[src/verilog/uv_fault_pkg.sv]
package uv_fault_pkg;
    localparam logic [7:0] CMD_WARN_LIMIT = 8'h58;
    localparam logic [7:0] CMD_FAULT_LIMIT = 8'h59;
    localparam logic [7:0] CMD_FAULT_REACTION = 8'h5a;

    localparam logic [15:0] WARN_LIMIT_RESET = 16'h0000;
    localparam logic [15:0] FAULT_LIMIT_RESET = 16'h0000;
    localparam logic [7:0] REACTION_RESET = 8'hc0;

    localparam int REACT_HI = 7;
    localparam int REACT_LO = 6;
    localparam int RETRY_HI = 5;
    localparam int RETRY_LO = 3;
    localparam int DELAY_HI = 2;
    localparam int DELAY_LO = 0;

    localparam logic [1:0] REACT_IGNORE = 2'h0;
    localparam logic [1:0] REACT_DELAYED = 2'h1;
    localparam logic [1:0] REACT_DISABLE_RETRY = 2'h2;
    localparam logic [1:0] REACT_LATCH_OFF = 2'h3;

    localparam logic [2:0] RETRY_NONE = 3'h0;
    localparam logic [2:0] RETRY_FOREVER = 3'h7;

    localparam int DEF_UNIT_W = 16;

    typedef enum logic [2:0] {
        ST_RUN = 3'b000,
        ST_HOLD = 3'b001,
        ST_WAIT = 3'b010,
        ST_LATCH = 3'b011,
        ST_OFF = 3'b100
    } uv_state_t;

    typedef struct packed {
        logic valid;
        logic write;
        logic [7:0] code;
        logic [15:0] wdata;
    } cmd_t;

    typedef struct packed {
        logic valid;
        logic ack;
        logic [15:0] rdata;
    } rsp_t;
endpackage

[src/verilog/input_undervoltage_fault_handler.sv]
`timescale 1ns/1ps
module input_undervoltage_fault_handler #(
    parameter int UNIT_W = uv_fault_pkg::DEF_UNIT_W
) (
    input wire logic core_clk,
    input wire logic sys_rst,
    input wire uv_fault_pkg::cmd_t cmd,
    output uv_fault_pkg::rsp_t rsp,
    input wire logic [15:0] vin_level,
    input wire logic [UNIT_W-1:0] delay_unit_cycles,
    input wire logic ratio_regulation_enable,
    input wire logic on_command,
    input wire logic clear_faults,
    input wire logic status_clear,
    input wire logic other_fault_shutdown,
    output logic power_enable,
    output logic warning_flag,
    output logic fault_flag,
    output logic ratio_regulation_active,
    output logic latched_off
);
    import uv_fault_pkg::*;

    logic [15:0] input_low_warning_threshold;
    logic [15:0] input_low_fault_threshold;
    logic [7:0] input_low_fault_reaction;
    uv_state_t state;
    uv_state_t next_state;
    logic [2:0] attempts_left;
    logic vin_fault;
    logic timer_start;
    logic timer_done;
    logic [1:0] reaction;
    logic [2:0] retries;
    logic [2:0] delay_shift;
    logic fault_clear;

    function automatic logic retries_forever(input logic [2:0] setting);
        retries_forever = (setting == RETRY_FOREVER);
    endfunction

    generate
        if (UNIT_W < 1 || UNIT_W > 32) begin : g_bad_width
            $error("input_undervoltage_fault_handler: UNIT_W out of range");
        end
    endgenerate

    assign reaction = input_low_fault_reaction[REACT_HI:REACT_LO];
    assign retries = input_low_fault_reaction[RETRY_HI:RETRY_LO];
    assign delay_shift = input_low_fault_reaction[DELAY_HI:DELAY_LO];
    assign fault_clear = clear_faults | status_clear;

    // command port: one answer per request, unknown codes are refused
    always_ff @(posedge core_clk or posedge sys_rst) begin
        if (sys_rst) begin
            input_low_warning_threshold <= WARN_LIMIT_RESET;
            input_low_fault_threshold <= FAULT_LIMIT_RESET;
            input_low_fault_reaction <= REACTION_RESET;
        end else if (cmd.valid && cmd.write) begin
            case (cmd.code)
                CMD_WARN_LIMIT: input_low_warning_threshold <= cmd.wdata;
                CMD_FAULT_LIMIT: input_low_fault_threshold <= cmd.wdata;
                CMD_FAULT_REACTION: input_low_fault_reaction <= cmd.wdata[7:0];
                default: ;
            endcase
        end
    end

    always_ff @(posedge core_clk or posedge sys_rst) begin
        if (sys_rst) begin
            rsp <= '0;
        end else begin
            rsp.valid <= cmd.valid;
            rsp.ack <= 1'b0;
            rsp.rdata <= 16'h0000;
            if (cmd.valid) begin
                case (cmd.code)
                    CMD_WARN_LIMIT: begin
                        rsp.ack <= 1'b1;
                        rsp.rdata <= input_low_warning_threshold;
                    end
                    CMD_FAULT_LIMIT: begin
                        rsp.ack <= 1'b1;
                        rsp.rdata <= input_low_fault_threshold;
                    end
                    CMD_FAULT_REACTION: begin
                        rsp.ack <= 1'b1;
                        rsp.rdata <= {8'h00, input_low_fault_reaction};
                    end
                    default: ;
                endcase
            end
        end
    end

    // raw codes compared: limits and measurement share one exponent
    always_ff @(posedge core_clk or posedge sys_rst) begin
        if (sys_rst) begin
            vin_fault <= 1'b0;
            warning_flag <= 1'b0;
            ratio_regulation_active <= 1'b0;
        end else begin
            vin_fault <= vin_level < input_low_fault_threshold;
            warning_flag <= vin_level < input_low_warning_threshold;
            ratio_regulation_active <= ratio_regulation_enable
                && (vin_level < input_low_warning_threshold);
        end
    end

    uv_delay_timer #(
        .UNIT_W(UNIT_W)
    ) u_timer (
        .core_clk(core_clk),
        .sys_rst(sys_rst),
        .start(timer_start),
        .unit_cycles(delay_unit_cycles),
        .shift(delay_shift),
        .done(timer_done),
        .busy()
    );

    always_comb begin
        next_state = state;
        timer_start = 1'b0;
        if (!on_command) begin
            next_state = ST_OFF;
        end else begin
            case (state)
                ST_RUN: begin
                    if (vin_fault) begin
                        case (reaction)
                            REACT_IGNORE: next_state = ST_RUN;
                            REACT_DELAYED: begin
                                next_state = ST_HOLD;
                                timer_start = 1'b1;
                            end
                            REACT_DISABLE_RETRY: begin
                                if (retries == RETRY_NONE) begin
                                    next_state = ST_LATCH;
                                end else begin
                                    next_state = ST_WAIT;
                                    timer_start = 1'b1;
                                end
                            end
                            default: next_state = ST_LATCH;
                        endcase
                    end
                end
                ST_HOLD: begin
                    if (!vin_fault) begin
                        next_state = ST_RUN;
                    end else if (timer_done) begin
                        if (retries == RETRY_NONE) begin
                            next_state = ST_LATCH;
                        end else begin
                            next_state = ST_WAIT;
                            timer_start = 1'b1;
                        end
                    end
                end
                ST_WAIT: begin
                    if (other_fault_shutdown) begin
                        next_state = ST_LATCH;
                    end else if (timer_done) begin
                        if (!vin_fault) begin
                            next_state = ST_RUN;
                        end else if (!retries_forever(retries) && attempts_left == 3'h1) begin
                            next_state = ST_LATCH;
                        end else begin
                            timer_start = 1'b1;
                        end
                    end
                end
                ST_LATCH: begin
                    if (fault_clear) begin
                        next_state = ST_RUN;
                    end
                end
                ST_OFF: next_state = ST_RUN;
                default: next_state = ST_OFF;
            endcase
        end
    end

    always_ff @(posedge core_clk or posedge sys_rst) begin
        if (sys_rst) begin
            state <= ST_OFF;
        end else begin
            state <= next_state;
        end
    end

    // attempt count loads on entry to the restart wait, drops at every wait timer expiry (failed or not) unless retrying forever
    always_ff @(posedge core_clk or posedge sys_rst) begin
        if (sys_rst) begin
            attempts_left <= 3'h0;
        end else if (state != ST_WAIT && next_state == ST_WAIT) begin
            attempts_left <= retries;
        end else if (state == ST_WAIT && timer_done && !retries_forever(retries)) begin
            attempts_left <= attempts_left - 3'h1;
        end
    end

    always_ff @(posedge core_clk or posedge sys_rst) begin
        if (sys_rst) begin
            power_enable <= 1'b0;
            latched_off <= 1'b0;
            fault_flag <= 1'b0;
        end else begin
            power_enable <= (next_state == ST_RUN) || (next_state == ST_HOLD);
            latched_off <= next_state == ST_LATCH;
            // set wins over a clear in the same cycle
            if (vin_fault && reaction != REACT_IGNORE) begin
                fault_flag <= 1'b1;
            end else if (fault_clear) begin
                fault_flag <= 1'b0;
            end
        end
    end
endmodule

[src/verilog/uv_delay_timer.sv]
`timescale 1ns/1ps
module uv_delay_timer #(
    parameter int UNIT_W = uv_fault_pkg::DEF_UNIT_W
) (
    input wire logic core_clk,
    input wire logic sys_rst,
    input wire logic start,
    input wire logic [UNIT_W-1:0] unit_cycles,
    input wire logic [2:0] shift,
    output logic done,
    output logic busy
);
    import uv_fault_pkg::*;

    logic [UNIT_W-1:0] cyc;
    logic [7:0] units;
    logic [7:0] last_unit;
    logic [UNIT_W-1:0] last_cyc;

    generate
        if (UNIT_W < 1) begin : g_bad_width
            $error("uv_delay_timer: UNIT_W must be at least 1");
        end
    endgenerate

    // 2^shift units, 0 gives 1 and 7 gives 128
    assign last_unit = 8'((9'h001 << shift) - 9'h001);
    // a zero unit length is taken as one cycle so the timer always ends
    assign last_cyc = (unit_cycles == '0) ? '0 : unit_cycles - 1'b1;

    always_ff @(posedge core_clk or posedge sys_rst) begin
        if (sys_rst) begin
            cyc <= '0;
            units <= 8'h00;
            busy <= 1'b0;
            done <= 1'b0;
        end else begin
            done <= 1'b0;
            if (start) begin
                cyc <= '0;
                units <= 8'h00;
                busy <= 1'b1;
            end else if (busy) begin
                if (cyc == last_cyc) begin
                    cyc <= '0;
                    if (units == last_unit) begin
                        busy <= 1'b0;
                        done <= 1'b1;
                    end else begin
                        units <= units + 8'h01;
                    end
                end else begin
                    cyc <= cyc + 1'b1;
                end
            end
        end
    end
endmodule

[config.mk]
export PLATFORM = sky130hd
export DESIGN_NAME = input_undervoltage_fault_handler
export DESIGN_NICKNAME = d
export VERILOG_FILES = /design/src/verilog/uv_fault_pkg.sv /design/src/verilog/input_undervoltage_fault_handler.sv /design/src/verilog/uv_delay_timer.sv
export SDC_FILE = /design/constraint.sdc
export NUM_CORES = 1
export LEC_CHECK = 0
export ABC_AREA = 1
export BUFFER_PORTS_ARGS = -buffer_cell sky130_fd_sc_hd__buf_2
export CAP_MARGIN = 20
export CORE_AREA = 2 2 114 116
export DETAILED_ROUTE_END_ITERATION = 10
export DIE_AREA = 0 0 116 118
export GPL_TIMING_DRIVEN = 0
export PLACE_DENSITY_LB_ADDON = 0.15
export SLEW_MARGIN = 20
export SYNTH_ARGS = -nofsm -noshare
export SYNTH_HDL_FRONTEND = slang
export SYNTH_HIERARCHICAL = 1
export SYNTH_SLANG_ARGS = --single-unit
export TNS_END_PERCENT = 1
[constraint.sdc]
create_clock -name core_clk -period 2.4 [get_ports core_clk]
set_input_delay 0.48 -clock core_clk [delete_from_list [all_inputs] [get_ports core_clk]]
set_output_delay 0.48 -clock core_clk [all_outputs]
set_load 0.01 [all_outputs]
# Yosys cells after proc, flatten, opt, wreduce, memory -nomap -nowiden
# Index checks and enable logic that the tools add are counted.
dict set report word_totals {
  out_inout_bits 23
  word_cells 113
  reg_bits 96
}
dict set report classes {
  eq_ne 18
  mux 45
  n_bitwise 1
  order_cmp 2
  add_sub_neg 5
  n_reduce_logical 23
  n_shift 1
}
# cell n
set op_table {}
lappend op_table {{16-bit two-way mux} 4}
lappend op_table {{17-bit one-hot mux with 3 select lines} 1}
lappend op_table {{3-bit two-way mux} 11}
lappend op_table {{16-bit less-than comparator} 2}
lappend op_table {{8-bit two-way mux} 4}
lappend op_table {{8-bit by 7-bit == test with 1-bit output (second input constant)} 3}
lappend op_table {{1-bit two-way mux} 20}
lappend op_table {{17-bit two-way mux} 1}
lappend op_table {{16-bit by 1-bit adder with 16-bit output (second input constant)} 1}
lappend op_table {{16-bit == test} 1}
lappend op_table {{16-bit logical NOT} 1}
lappend op_table {{16-bit by 1-bit subtractor with 16-bit output (second input constant)} 1}
lappend op_table {{3-bit one-hot mux with 5 select lines} 1}
lappend op_table {{3-bit by 2-bit == test with 1-bit output (second input constant)} 4}
lappend op_table {{2-bit nonzero test} 5}
lappend op_table {{3-bit by 1-bit == test with 1-bit output (second input constant)} 3}
lappend op_table {{3-bit logical NOT} 3}
lappend op_table {{8-bit by 1-bit adder with 8-bit output (second input constant)} 1}
lappend op_table {{8-bit == test} 1}
lappend op_table {{1-bit by 3-bit << shifter with 8-bit output (first input constant)} 1}
lappend op_table {{8-bit by 1-bit subtractor with 8-bit output (second input constant)} 1}
lappend op_table {{1-bit logical AND} 7}
lappend op_table {{3-bit == test (second input constant)} 2}
lappend op_table {{2-bit one-hot mux with 3 select lines} 1}
lappend op_table {{13 further kinds} 15}

# Logic depth before layout (Yosys ltp)
# Gate-level depths: netlist (run 1).
dict set report depth {
  ltp_word 12
  ltp_mapped 20
}

# Modules after synthesis
# Netlist (run 1), hierarchy kept.
# module seq_area_each_um2 cells_per_inst n_inst area_each_um2
set modules_own_cells {}
lappend modules_own_cells {input_undervoltage_fault_handler 1755.4 471 1 3976.3}
lappend modules_own_cells {uv_delay_timer 650.6 387 1 2481.1}

# Worst setup path before layout (run 1)
# Ideal clock, no wire load.
dict set report synth_timing {
  path_type {register -> register}
  startpoint {reg input_low_fault_reaction[6]}
  endpoint {reg u_timer.cyc[12]}
  arrival_ps 2462
  path_stages_with_launch 18
  slack_ps -140
  t_required_ps 2322
  setup_time_ps 78
  synth_period_minus_slack_ps 2540
  cell_sequence {dfstp_2 -> inv_1 -> ha_1 -> o211ai_1 -> o21ai_0 -> nand3_1 -> inv_1 -> nor2_1 -> nor2_1 -> nand3_1 -> nor2_1 -> nand2_1 -> nor3_1 -> nand2_1 -> nor2_1 -> nand3_1 -> xor2_1 -> a21oi_1}
}
dict set report synth_via {
  elab_chain_cells 6
  elab_cells_between_ends 8
  classes_between {2 x eq/ne; 5 x mux; 1 x reduce/logical}
}
# item line_no
set synth_lines {}
lappend synth_lines {{start: declaration} input_undervoltage_fault_handler.sv:26} ;# logic [7:0] input_low_fault_reaction;
lappend synth_lines {{start signal: assignment} input_undervoltage_fault_handler.sv:63} ;# CMD_FAULT_REACTION: input_low_fault_reaction <= cmd.wdata[7:0];
lappend synth_lines {{2-bit == test or 2-bit by 1-bit == test with 1-bit output (tied branches)} input_undervoltage_fault_handler.sv:131} ;# case (reaction)
lappend synth_lines {{1-bit one-hot mux with 2 select lines *} input_undervoltage_fault_handler.sv:131}
lappend synth_lines {{1-bit two-way mux *} input_undervoltage_fault_handler.sv:130} ;# if (vin_fault) begin
lappend synth_lines {{1-bit one-hot mux with 3 select lines *} input_undervoltage_fault_handler.sv:128} ;# case (state)
lappend synth_lines {{1-bit two-way mux *} input_undervoltage_fault_handler.sv:125} ;# if (!on_command) begin
lappend synth_lines {{via timer_start} input_undervoltage_fault_handler.sv:31} ;# logic timer_start;
lappend synth_lines {{16-bit two-way mux or 2-bit nonzero test (tied branches)} n/a}
lappend synth_lines {{end signal: assignment} uv_delay_timer.sv:53} ;# cyc <= cyc + 1'b1;
lappend synth_lines {{end: declaration} uv_delay_timer.sv:15} ;# logic [UNIT_W-1:0] cyc;
# Mark *: on every way through the listed nets, which the timed path passes. The rest lies on a longest branch.
# A chain may end at the register's enable or synchronous reset.

# Worst setup path after layout (run 1)
dict set report layout_timing {
  startpoint {reg input_low_fault_reaction[7]}
  endpoint {reg u_timer.cyc[14]}
}
# The elaborated chain is that of the path after synthesis.

==> flow_metrics.env, run 1 <==
export IMPL_period_share=1.08
export IMPL_cp_cell_sequence="inv_2 > ha_4 > o211ai_1 > o21ai_1 > nand3_1 > inv_2 > nor2_4 > nor2_2 > nand3_2 > nor2_2 > nand2_2 > nor3_4 > nand2_2 > nor2_4 > nand3_1 > xor2_1 > a21oi_1"
export IMPL_ir_worst_vdd_mv=0.356
export IMPL_core_um2=12400
export IMPL_ys_ff_latch=96
export IMPL_ys_types=48
export IMPL_r2r_cells=17
export IMPL_synth_commonest_cells="201 x nand2_1, 123 x inv_1, 93 x dfrtp_1"
export IMPL_final_layout_size_suffix_gt1_frac=0.227
export IMPL_pin_count=88
export IMPL_syn_avg_cell_area_um2=7.53
export IMPL_htreeDepth=3
export IMPL_netSwitchingFraction=0.276
export IMPL_cp_arrival_ns=2.86
export IMPL_place_area_um2=7150
export IMPL_seq_area_frac_synth=0.373
export IMPL_place_congestion=0.911
export IMPL_comb_power_share=0.133
export IMPL_gr_usage_met1=0.363
export IMPL_maxSlewViolCount=0
export IMPL_initial_core_util=0.520
export IMPL_cp_slowest_cell="dfstp_2"
export IMPL_critPathMaxFanout=3
export IMPL_synth_ff_type="dfrtp_1"
export IMPL_setup_viol=5
export IMPL_synth_top_cell_by_area="dfrtp_1"
export IMPL_max_slew_margin=0.566
export IMPL_viasPerCell=5.17
export IMPL_layout_nets=1077
export IMPL_worst_pin_slew_ns=0.648
export IMPL_p_leak_nw=3.89
export IMPL_routed_wl_mm=16.2
export IMPL_grt_max_degree=49
export IMPL_skew_ns=0.0139
export IMPL_grt_pass1_vias=5761
export IMPL_grtUsageTotal=0.247
export IMPL_vias=5942
export IMPL_regToRegEndpoint="u_timer/cyc[14]$_DFFE_PP0P_"
export IMPL_critPathMaxStageDelay_ns=0.58
export IMPL_drt_pass1_iterations=7
export IMPL_min_period_ns=2.58
export IMPL_synth_area_um2=6460
export IMPL_p_int_mw=2.60
export IMPL_yosysWarnings=6
export IMPL_start_kind="flip-flop"
export IMPL_violations="negative setup slack"
export IMPL_clkLatencyLatePin_ns=0.35
export IMPL_rsz0062_at_grt="yes"
export IMPL_p_sw_mw=0.991
export IMPL_fin_area_um2=7700
export IMPL_final_core_utilization=0.620
export IMPL_hold_slack_ns=0.107
export IMPL_portBuffers=87
export IMPL_top_usage_layer="met2"
export IMPL_rrSetupSlack_ns=-0.18
export IMPL_die_h_um=118
export IMPL_fin_setup_tns_ns=-0.651
export IMPL_hold_path_class="in2async"
export IMPL_clk_pin_slew_worst_paths_ns=0.08
export IMPL_async_flop_share=1.00
export IMPL_die_x_um=116
export IMPL_syn2layout_area_growth_pct=19.2
export IMPL_placementRows=41
export IMPL_critPathLaunch="input_low_fault_reaction[7]$_DFFE_PP1P_"
export IMPL_cts_hold_buffers=0
export IMPL_overflow=0
export IMPL_synthCells=858
export IMPL_cts_root_buffer="clkbuf_16"
export IMPL_antenna_found_initial=0
export IMPL_drc=0
export IMPL_yosys_area_top_type_share=0.360
export IMPL_antenna_left=0
export IMPL_cts_tree="built"
export IMPL_met3_usage=0.0340
export IMPL_grt_first_pass_wirelength_mm=27.0
export IMPL_dp_hpwl_mm=11.8
export IMPL_numClockSinks=96
export IMPL_cap_viol_max_count=0
export IMPL_pwr_share_seq=0.468
export IMPL_die_area_um2=13700
export IMPL_cp_required_ns=2.67
export IMPL_synth_edf_count=0
export IMPL_crit_type="reg2reg"
export IMPL_power_density_nw_per_um2=467
export IMPL_antenna_cells=0
export IMPL_routedWlPerCell_um=14.1
export IMPL_cp_end_kind="flip-flop"
export IMPL_grtUsageMet2=0.380
export IMPL_r2r_start="input_low_fault_reaction[7]$_DFFE_PP1P_"
export IMPL_synth_most_common_cell="nand2_1"
export IMPL_fin_ws_ns=-0.185
export IMPL_timing_hold_violations_final=0
export IMPL_clock_fmax_mhz=387
export IMPL_dr_first_iter_drc_count=336
export IMPL_cp_endpoint="u_timer/cyc[14]$_DFFE_PP0P_"
export IMPL_cts_buffers=9
export IMPL_synth_net_count=963
export IMPL_clockBufferDepth=2
export IMPL_synth_area_top_cells="dfrtp_1 36%, nand2_1 12%, ha_1 7.8%"
export IMPL_pre_cts_slack_ns=-0.435
export IMPL_p_clk_frac=0.399
export IMPL_outcome="finished with violations"
-- how the worst min path moves through the flow --
| stage | cells after the start | startpoint | slack (ns) | to |
|---|---|---|---|---|
| 2_1_floorplan | 2 | input_low_fault_threshold[0]$_DFFE_PP0P_ | 0.45 | input_low_fault_threshold[0]$_DFFE_PP0P_ |
| 4_1_cts | 2 | sys_rst | 0.10 | input_low_warning_threshold[0]$_DFFE_PP0P_ |
| 6_report | 2 | sys_rst | 0.11 | input_low_warning_threshold[0]$_DFFE_PP0P_ |
| 3_5_place_dp | 2 | input_low_warning_threshold[5]$_DFFE_PP0P_ | 0.47 | input_low_warning_threshold[5]$_DFFE_PP0P_ |
| 5_1_grt | 2 | sys_rst | 0.14 | rsp[3]$_DFF_PP0_ |
| 3_3_place_gp | 2 | input_low_warning_threshold[2]$_DFFE_PP0P_ | 0.47 | input_low_warning_threshold[2]$_DFFE_PP0P_ |
-- routing by layer --
metal  share of wire  up-vias
met2            0.46      144
li1                -     3015
met1            0.49     2767
met3           0.043       16
met4           0.012        0
met5               0        -
-- critical path: cells and delay by family (launching register included) --
family          cells  cell delay [ns]
fa+ha+maj           1             0.25
flops               1             0.58
compound gates      3             0.28
xor+xnor            1             0.15
simple gates       10             1.05
buf+inv             2             0.19
-- cell type report --
type | instances | area, um2
inverter | 134 | 517
buffer | 16 | 128
sequential | 96 | 2410
timing repair buffer | 104 | 587
clock inverter | 5 | 38.8
tap | 172 | 215
fill | 1173 | 4720
multi-input combinational | 611 | 3550
clock buffer | 11 | 253
-- through the flow --
step | power [mW] | std cells
after floorplan | 2.00 | 858
after CTS | 3.60 | 1145
after detailed placement | 2.16 | 1118
after global placement | 2.15 | 1117
final | 3.59 | 1149
after global routing | 3.76 | 1149
-- cell families after synthesis --
group                    share of synthesized area
AND/OR/NAND/NOR                              0.303
AO/OA/AOI/OAI                                0.110
adder cells (fa/ha/maj)                     0.0775
flip-flops                                   0.373
buffers and inverters                       0.0978
XOR/XNOR                                    0.0393
-- placed cells by master (no fill, tap or decap), types with 31 or more instances in the layout --
| master | netlist | routed |
|---|---|---|
| buf_2 | 5 | 92 |
| nand2_1 | 201 | 199 |
| dfrtp_1 | 93 | 91 |
| ha_1 | 40 | 38 |
| nand3_1 | 58 | 56 |
| a21oi_1 | 37 | 37 |
| o21ai_0 | 37 | 35 |
| nor2_1 | 78 | 71 |
| nand4_1 | 31 | 31 |
| inv_1 | 123 | 116 |
-- state kept, by name, summed over array words and instances, names as in the netlist --
signal                       count
input_low_fault_reaction         8
power_enable                     1
u_timer/units                    8
input_low_warning_threshold     16
u_timer/busy                     1
warning_flag                     1
attempts_left                    3
state                            3
fault_flag                       1
vin_fault                        1
latched_off                      1
u_timer/done                     1
input_low_fault_threshold       16
rsp                             18
ratio_regulation_active          1
u_timer/cyc                     16
-- timing repair --
item | CTS | global route
pin swaps | 10 | 12
setup endpoints to repair | 25 | 26
resized for setup | 18 | 24
buffers inserted | 12 | 4
-- power groups by stage --
stage                     registers, mW  clock network [mW]  logic (mW)
after global routing               1.69                1.52       0.552
after CTS                          1.68                1.46       0.465
after detailed placement           1.71                   0       0.450
after global placement             1.71                   0       0.436
after floorplan                    1.71                   0       0.291
final                              1.68                1.43       0.477
Power figures use the tool's default switching activity.
==> run 2, diff against run 1 <==
Settings changed: REMOVE_ABC_BUFFERS set to 1.
==> run 2 against run 1 <==
Compared with the run above:
- the run still ends with negative setup slack left
- wire length down 6.0%
- final area down 0.80%
- setup slack worse by 0.052 ns
- cell count down 0.78%
- total power down 3.5%
- clock skew down 0.0055 ns
- sequential cell count unchanged
- combinational power about the same
- first-iteration DRC count down 3.0%
- sequential power about the same
==> flow_metrics.env, run 2 (same netlist as run 1, synthesis figures left out) <==
export IMPL_viasPerCell=5.06
export IMPL_clockBufferDepth=2
export IMPL_cts_tree="built"
export IMPL_antenna_cells=0
export IMPL_drc=0
export IMPL_cp_cell_sequence="inv_2 > nor3_4 > inv_2 > nor2_4 > a21oi_2 > o21ai_1 > nand3_2 > inv_4 > nor2_4 > nor2_4 > nand3_2 > nor2_1 > nand2_1 > nor3_2 > nand2_1 > nor2_2 > buf_4 > xor2_1 > a21oi_1"
export IMPL_cts_root_buffer="clkbuf_16"
export IMPL_clkLatencyLatePin_ns=0.34
export IMPL_die_area_um2=13700
export IMPL_rrSetupSlack_ns=-0.24
export IMPL_final_fill_count=1185
export IMPL_placementRows=41
export IMPL_max_slew_margin=0.368
export IMPL_antenna_left=0
export IMPL_violations="negative setup slack"
export IMPL_worst_pin_slew_ns=0.942
export IMPL_period_share=1.10
export IMPL_portBuffers=87
export IMPL_critPathMaxStageDelay_ns=0.42
export IMPL_maxSlewViolCount=0
export IMPL_pin_count=88
export IMPL_pre_cts_slack_ns=-0.990
export IMPL_dp_cells=1101
export IMPL_cts_hold_buffers=0
export IMPL_hold_slack_ns=0.102
export IMPL_place_area_um2=7010
export IMPL_r2r_start="state[1]$_DFF_PP0_"
export IMPL_place_congestion=0.883
export IMPL_power_density_nw_per_um2=454
export IMPL_ir_worst_vdd_mv=0.312
export IMPL_fin_area_um2=7640
export IMPL_vias=5767
export IMPL_outcome="finished with violations"
export IMPL_overflow=0
export IMPL_core_um2=12400
export IMPL_htreeDepth=3
export IMPL_die_x_um=116
export IMPL_crit_type="reg2reg"
export IMPL_cp_slowest_cell="dfrtp_1"
export IMPL_antenna_found_initial=0
export IMPL_cp_required_ns=2.62
export IMPL_fin_ws_ns=-0.237
export IMPL_numClockSinks=96
export IMPL_total_power_mw=3.47
export IMPL_largest_register="rsp"
export IMPL_cts_buffers=9
export IMPL_start_kind="flip-flop"
export IMPL_timing_hold_violations_final=0
export IMPL_layout_commonest_cell="nand2_1"
export IMPL_cp_arrival_ns=2.86
export IMPL_largest_register_ffs=18
export IMPL_regToRegEndpoint="u_timer/cyc[10]$_DFFE_PP0P_"
export IMPL_p_leak_nw=3.81
export IMPL_rsz0062_at_grt="yes"
export IMPL_clock_fmax_mhz=379
export IMPL_setup_viol=7
export IMPL_dp_hpwl_mm=11.4
export IMPL_grt_pass1_vias=5653
export IMPL_drt_pass1_iterations=6
export IMPL_final_layout_size_suffix_gt1_frac=0.219
export IMPL_skew_ns=0.00834
export IMPL_r2r_cells=19
export IMPL_min_period_ns=2.64
export IMPL_dr_first_iter_drc_count=326
export IMPL_hold_path_class="in2async"
export IMPL_die_h_um=118
export IMPL_layout_common_cells="201 x nand2_1, 114 x inv_1, 92 x dfrtp_1, 87 x buf_2, 70 x nor2_1"
export IMPL_critPathMaxFanout=4
export IMPL_syn2layout_area_growth_pct=18.3
export IMPL_grt_max_degree=50
export IMPL_cap_viol_max_count=0
export IMPL_fin_cells=1140
export IMPL_layout_nets=1068
export IMPL_grtUsageTotal=0.235
export IMPL_routedWlPerCell_um=13.3
export IMPL_clk_pin_slew_worst_paths_ns=0.07
export IMPL_grt_first_pass_wirelength_mm=26.0
export IMPL_path_common_cell="nor2_4"
export IMPL_cp_end_kind="flip-flop"
export IMPL_routed_wl_mm=15.2
export IMPL_initial_core_util=0.520
run 2: changes by cell type in the layout (fill, tap and decap cells not counted), sizes merged:
| cell | previous run | this run |
|---|---|---|
| buf | 118 | 111 |
| clkinvlp | 1 | 2 |
| inv | 133 | 130 |
run 2: cell type report:
class                      instances  area (um2)  share of cell area
sequential                        96        2410               0.315
timing repair buffer             111         647              0.0847
clock buffer                      13         250              0.0328
inverter                         134         522              0.0683
multi-input combinational        611        3580               0.468
tap                              172         215              0.0282
clock inverter                     3        17.5             0.00229
run 2: worst max-delay path by stage:
stage	cells past startpoint	to	slack, ns	from
6_report	19	u_timer/cyc[10]$_DFFE_PP0P_	-0.24	state[1]$_DFF_PP0_
5_1_grt	15	u_timer/done$_DFF_PP0_	-0.45	input_low_fault_reaction[7]$_DFFE_PP1P_
4_1_cts	17	u_timer/cyc[12]$_DFFE_PP0P_	-0.33	input_low_fault_reaction[7]$_DFFE_PP1P_
3_5_place_dp	17	u_timer/cyc[12]$_DFFE_PP0P_	-0.99	input_low_fault_reaction[6]$_DFFE_PP1P_
3_3_place_gp	13	u_timer/cyc[7]$_DFFE_PP0P_	-0.95	input_low_fault_reaction[6]$_DFFE_PP1P_
2_1_floorplan	17	u_timer/cyc[12]$_DFFE_PP0P_	-0.34	input_low_fault_reaction[6]$_DFFE_PP1P_
run 2: layer usage:
layer  GRT usage  part of all wire
met3      0.0391             0.037
met2       0.396              0.49
met4      0.0618             0.018
met5           0                 0
met1       0.313              0.45
run 2: timing repair:
action,in CTS,in global routing
gates resized for setup,25,23
pin swaps,12,11
setup buffers,17,6
setup endpoints to repair,39,25
run 2: per-stage QoR:
stage	utilization	TNS [ns]
final	0.615	-1.25
after global routing	0.615	-3.33
after CTS	0.605	-1.51
after detailed placement	0.565	-27.36
after global placement	0.562	-74.83
after floorplan	-	-2.11
run 2: power breakdown:
group          switching (mW)  leakage (nW)  internal (mW)  total, mW
logic                   0.297          2.42          0.179      0.476
clock network           0.580         0.130          0.728       1.31
registers              0.0302          1.27           1.65       1.68
total                   0.907          3.81           2.56       3.47
run 2: worst max-delay path: cells and delay by family, from the launching register on:
family / cells / cell delay (ns)
AND/OR/NAND/NOR: 11 / 1.29
flip-flops: 1 / 0.42
buffers and inverters: 4 / 0.38
AO/OA/AOI/OAI: 3 / 0.27
XOR/XNOR: 1 / 0.16
==> run 3, diff against run 2 <==
Settings changed: RECOVER_POWER set to 100.
==> run 3 against run 2 <==
Compared with the run above:
- the run still ends with negative setup slack left
- critical path depth did not move
- global-route usage did not move
- sequential share of layout area rose by 0.41 points
- clock skew barely moved
- setup slack improved by 0.0019 ns
- sequential cell count did not move
- register-to-register slack barely moved
- via count did not move
- sequential power barely moved
- largest power group unchanged
==> flow_metrics.env, run 3 (same netlist as run 1, synthesis figures left out) <==
export IMPL_cts_tree="built"
export IMPL_fin_cells=1140
export IMPL_worst_pin_slew_ns=1.21
export IMPL_cp_required_ns=2.62
export IMPL_crit_family="simple AND/OR/NAND/NOR gates"
export IMPL_drt_pass1_iterations=5
export IMPL_place_area_um2=7010
export IMPL_ir_worst_vdd_mv=0.313
export IMPL_portBuffers=87
export IMPL_numClockSinks=96
export IMPL_die_area_um2=13700
export IMPL_layout_common_cells="201 x nand2_1, 116 x inv_1, 92 x dfrtp_1, 71 x nor2_1, 60 x buf_2"
export IMPL_clock_fmax_mhz=379
export IMPL_dp_hpwl_mm=11.4
export IMPL_top_usage_layer="met2"
export IMPL_grt_pass1_vias=5653
export IMPL_die_x_um=116
export IMPL_layout_commonest_cell="nand2_1"
export IMPL_cp_cell_sequence="inv_2 > nor3_4 > inv_2 > nor2_4 > a21oi_2 > o21ai_1 > nand3_2 > inv_4 > nor2_4 > nor2_4 > nand3_2 > nor2_1 > nand2_1 > nor3_2 > nand2_1 > nor2_2 > buf_4 > xor2_1 > a21oi_1"
export IMPL_cts_root_buffer="clkbuf_16"
export IMPL_cp_buffers_inverters=4
export IMPL_dr_first_iter_drc_count=330
export IMPL_largest_register="rsp"
export IMPL_cp_end_kind="flip-flop"
export IMPL_place_congestion=0.883
export IMPL_layout_nets=1068
export IMPL_pin_count=88
export IMPL_antenna_cells=0
export IMPL_routedWlPerCell_um=13.4
export IMPL_met3_usage=0.0391
export IMPL_total_power_mw=3.46
export IMPL_placementRows=41
export IMPL_start_kind="flip-flop"
export IMPL_htreeDepth=3
export IMPL_cp_arrival_ns=2.86
export IMPL_rrSetupSlack_ns=-0.24
export IMPL_violations="negative setup slack"
export IMPL_fin_area_um2=7540
export IMPL_skew_ns=0.00881
export IMPL_clkLatencyLatePin_ns=0.34
export IMPL_cts_buffers=9
export IMPL_fin_ws_ns=-0.235
export IMPL_power_density_nw_per_um2=459
export IMPL_grt_max_degree=50
export IMPL_syn2layout_area_growth_pct=16.7
export IMPL_max_slew_margin=0.195
export IMPL_regToRegEndpoint="u_timer/cyc[10]$_DFFE_PP0P_"
export IMPL_core_um2=12400
export IMPL_overflow=0
export IMPL_hold_path_class="in2async"
export IMPL_p_leak_nw=3.67
export IMPL_final_layout_size_suffix_gt1_frac=0.185
export IMPL_critPathMaxStageDelay_ns=0.42
export IMPL_cp_slowest_cell="dfrtp_1"
export IMPL_initial_core_util=0.520
export IMPL_r2r_start="state[1]$_DFF_PP0_"
export IMPL_critPathMaxFanout=4
export IMPL_r2r_cells=19
export IMPL_hold_slack_ns=0.231
export IMPL_grtUsageTotal=0.235
export IMPL_timing_hold_violations_final=0
export IMPL_path_common_cell="nor2_4"
export IMPL_dp_cells=1101
export IMPL_cap_viol_max_count=0
export IMPL_clk_pin_slew_worst_paths_ns=0.06
export IMPL_maxSlewViolCount=0
export IMPL_largest_register_ffs=18
export IMPL_viasPerCell=5.06
export IMPL_final_fill_count=1208
export IMPL_routed_wl_mm=15.2
export IMPL_antenna_left=0
export IMPL_clockBufferDepth=2
export IMPL_crit_type="reg2reg"
export IMPL_rsz0062_at_grt="yes"
export IMPL_grt_first_pass_wirelength_mm=26.0
export IMPL_setup_viol=7
export IMPL_die_h_um=118
export IMPL_grtUsageMet2=0.396
export IMPL_gr_usage_met1=0.313
export IMPL_min_period_ns=2.64
export IMPL_antenna_found_initial=0
export IMPL_outcome="finished with violations"
export IMPL_drc=0
export IMPL_vias=5767
export IMPL_period_share=1.10
[run 3: changes by cell type in the layout (fill, tap and decap cells not counted), sizes merged]
cell | previous run | this run
inv | 130 | 129
clkinvlp | 2 | 4
clkinv | 5 | 4
clkbuf | 13 | 41
buf | 111 | 83
[run 3: routing by layer]
metal  part of all wire  up-vias
met4              0.018        0
met1               0.46     2652
met3              0.035       20
met5                  0        -
li1                   -     2989
met2               0.49      106
[run 3: power by group]
group | internal (mW) | switching (mW)
sequential | 1.65 | 0.0304
clock | 0.728 | 0.585
combinational | 0.172 | 0.293
[run 3: what timing repair did]
action                     in CTS  in global routing
setup endpoints to repair      39                 25
gates resized for setup        25                 23
pin swaps                      12                 11
hold buffers                    0                  0
buffers inserted               17                  6
[run 3: area by class of cell]
class / instances / area (um2) / area share
Timing Repair Buffer: 111 / 592 / 0.0785
Inverter: 134 / 520 / 0.0690
Clock inverter: 3 / 17.5 / 0.00232
Tap cell: 172 / 215 / 0.0285
Clock buffer: 13 / 250 / 0.0332
Sequential cell: 96 / 2410 / 0.319
Multi-Input combinational cell: 611 / 3540 / 0.469
[run 3: worst max path at each step]
stage | slack [ns] | from | cells past startpoint | to
final | -0.24 | state[1]$_DFF_PP0_ | 19 | u_timer/cyc[10]$_DFFE_PP0P_
after detailed placement | -0.99 | input_low_fault_reaction[6]$_DFFE_PP1P_ | 17 | u_timer/cyc[12]$_DFFE_PP0P_
after global placement | -0.95 | input_low_fault_reaction[6]$_DFFE_PP1P_ | 13 | u_timer/cyc[7]$_DFFE_PP0P_
after global routing | -0.46 | input_low_fault_reaction[6]$_DFFE_PP1P_ | 16 | u_timer/done$_DFF_PP0_
after floorplan | -0.34 | input_low_fault_reaction[6]$_DFFE_PP1P_ | 17 | u_timer/cyc[12]$_DFFE_PP0P_
after CTS | -0.33 | input_low_fault_reaction[7]$_DFFE_PP1P_ | 17 | u_timer/cyc[12]$_DFFE_PP0P_
[run 3: per-stage QoR]
step           setup slack (ns)  utilization  TNS [ns]
2_1_floorplan            -0.343            -     -2.11
5_1_grt                  -0.464        0.607     -8.51
3_5_place_dp             -0.990        0.565    -27.36
4_1_cts                  -0.326        0.605     -1.51
3_3_place_gp             -0.954        0.562    -74.83
6_report                 -0.235        0.607     -1.23
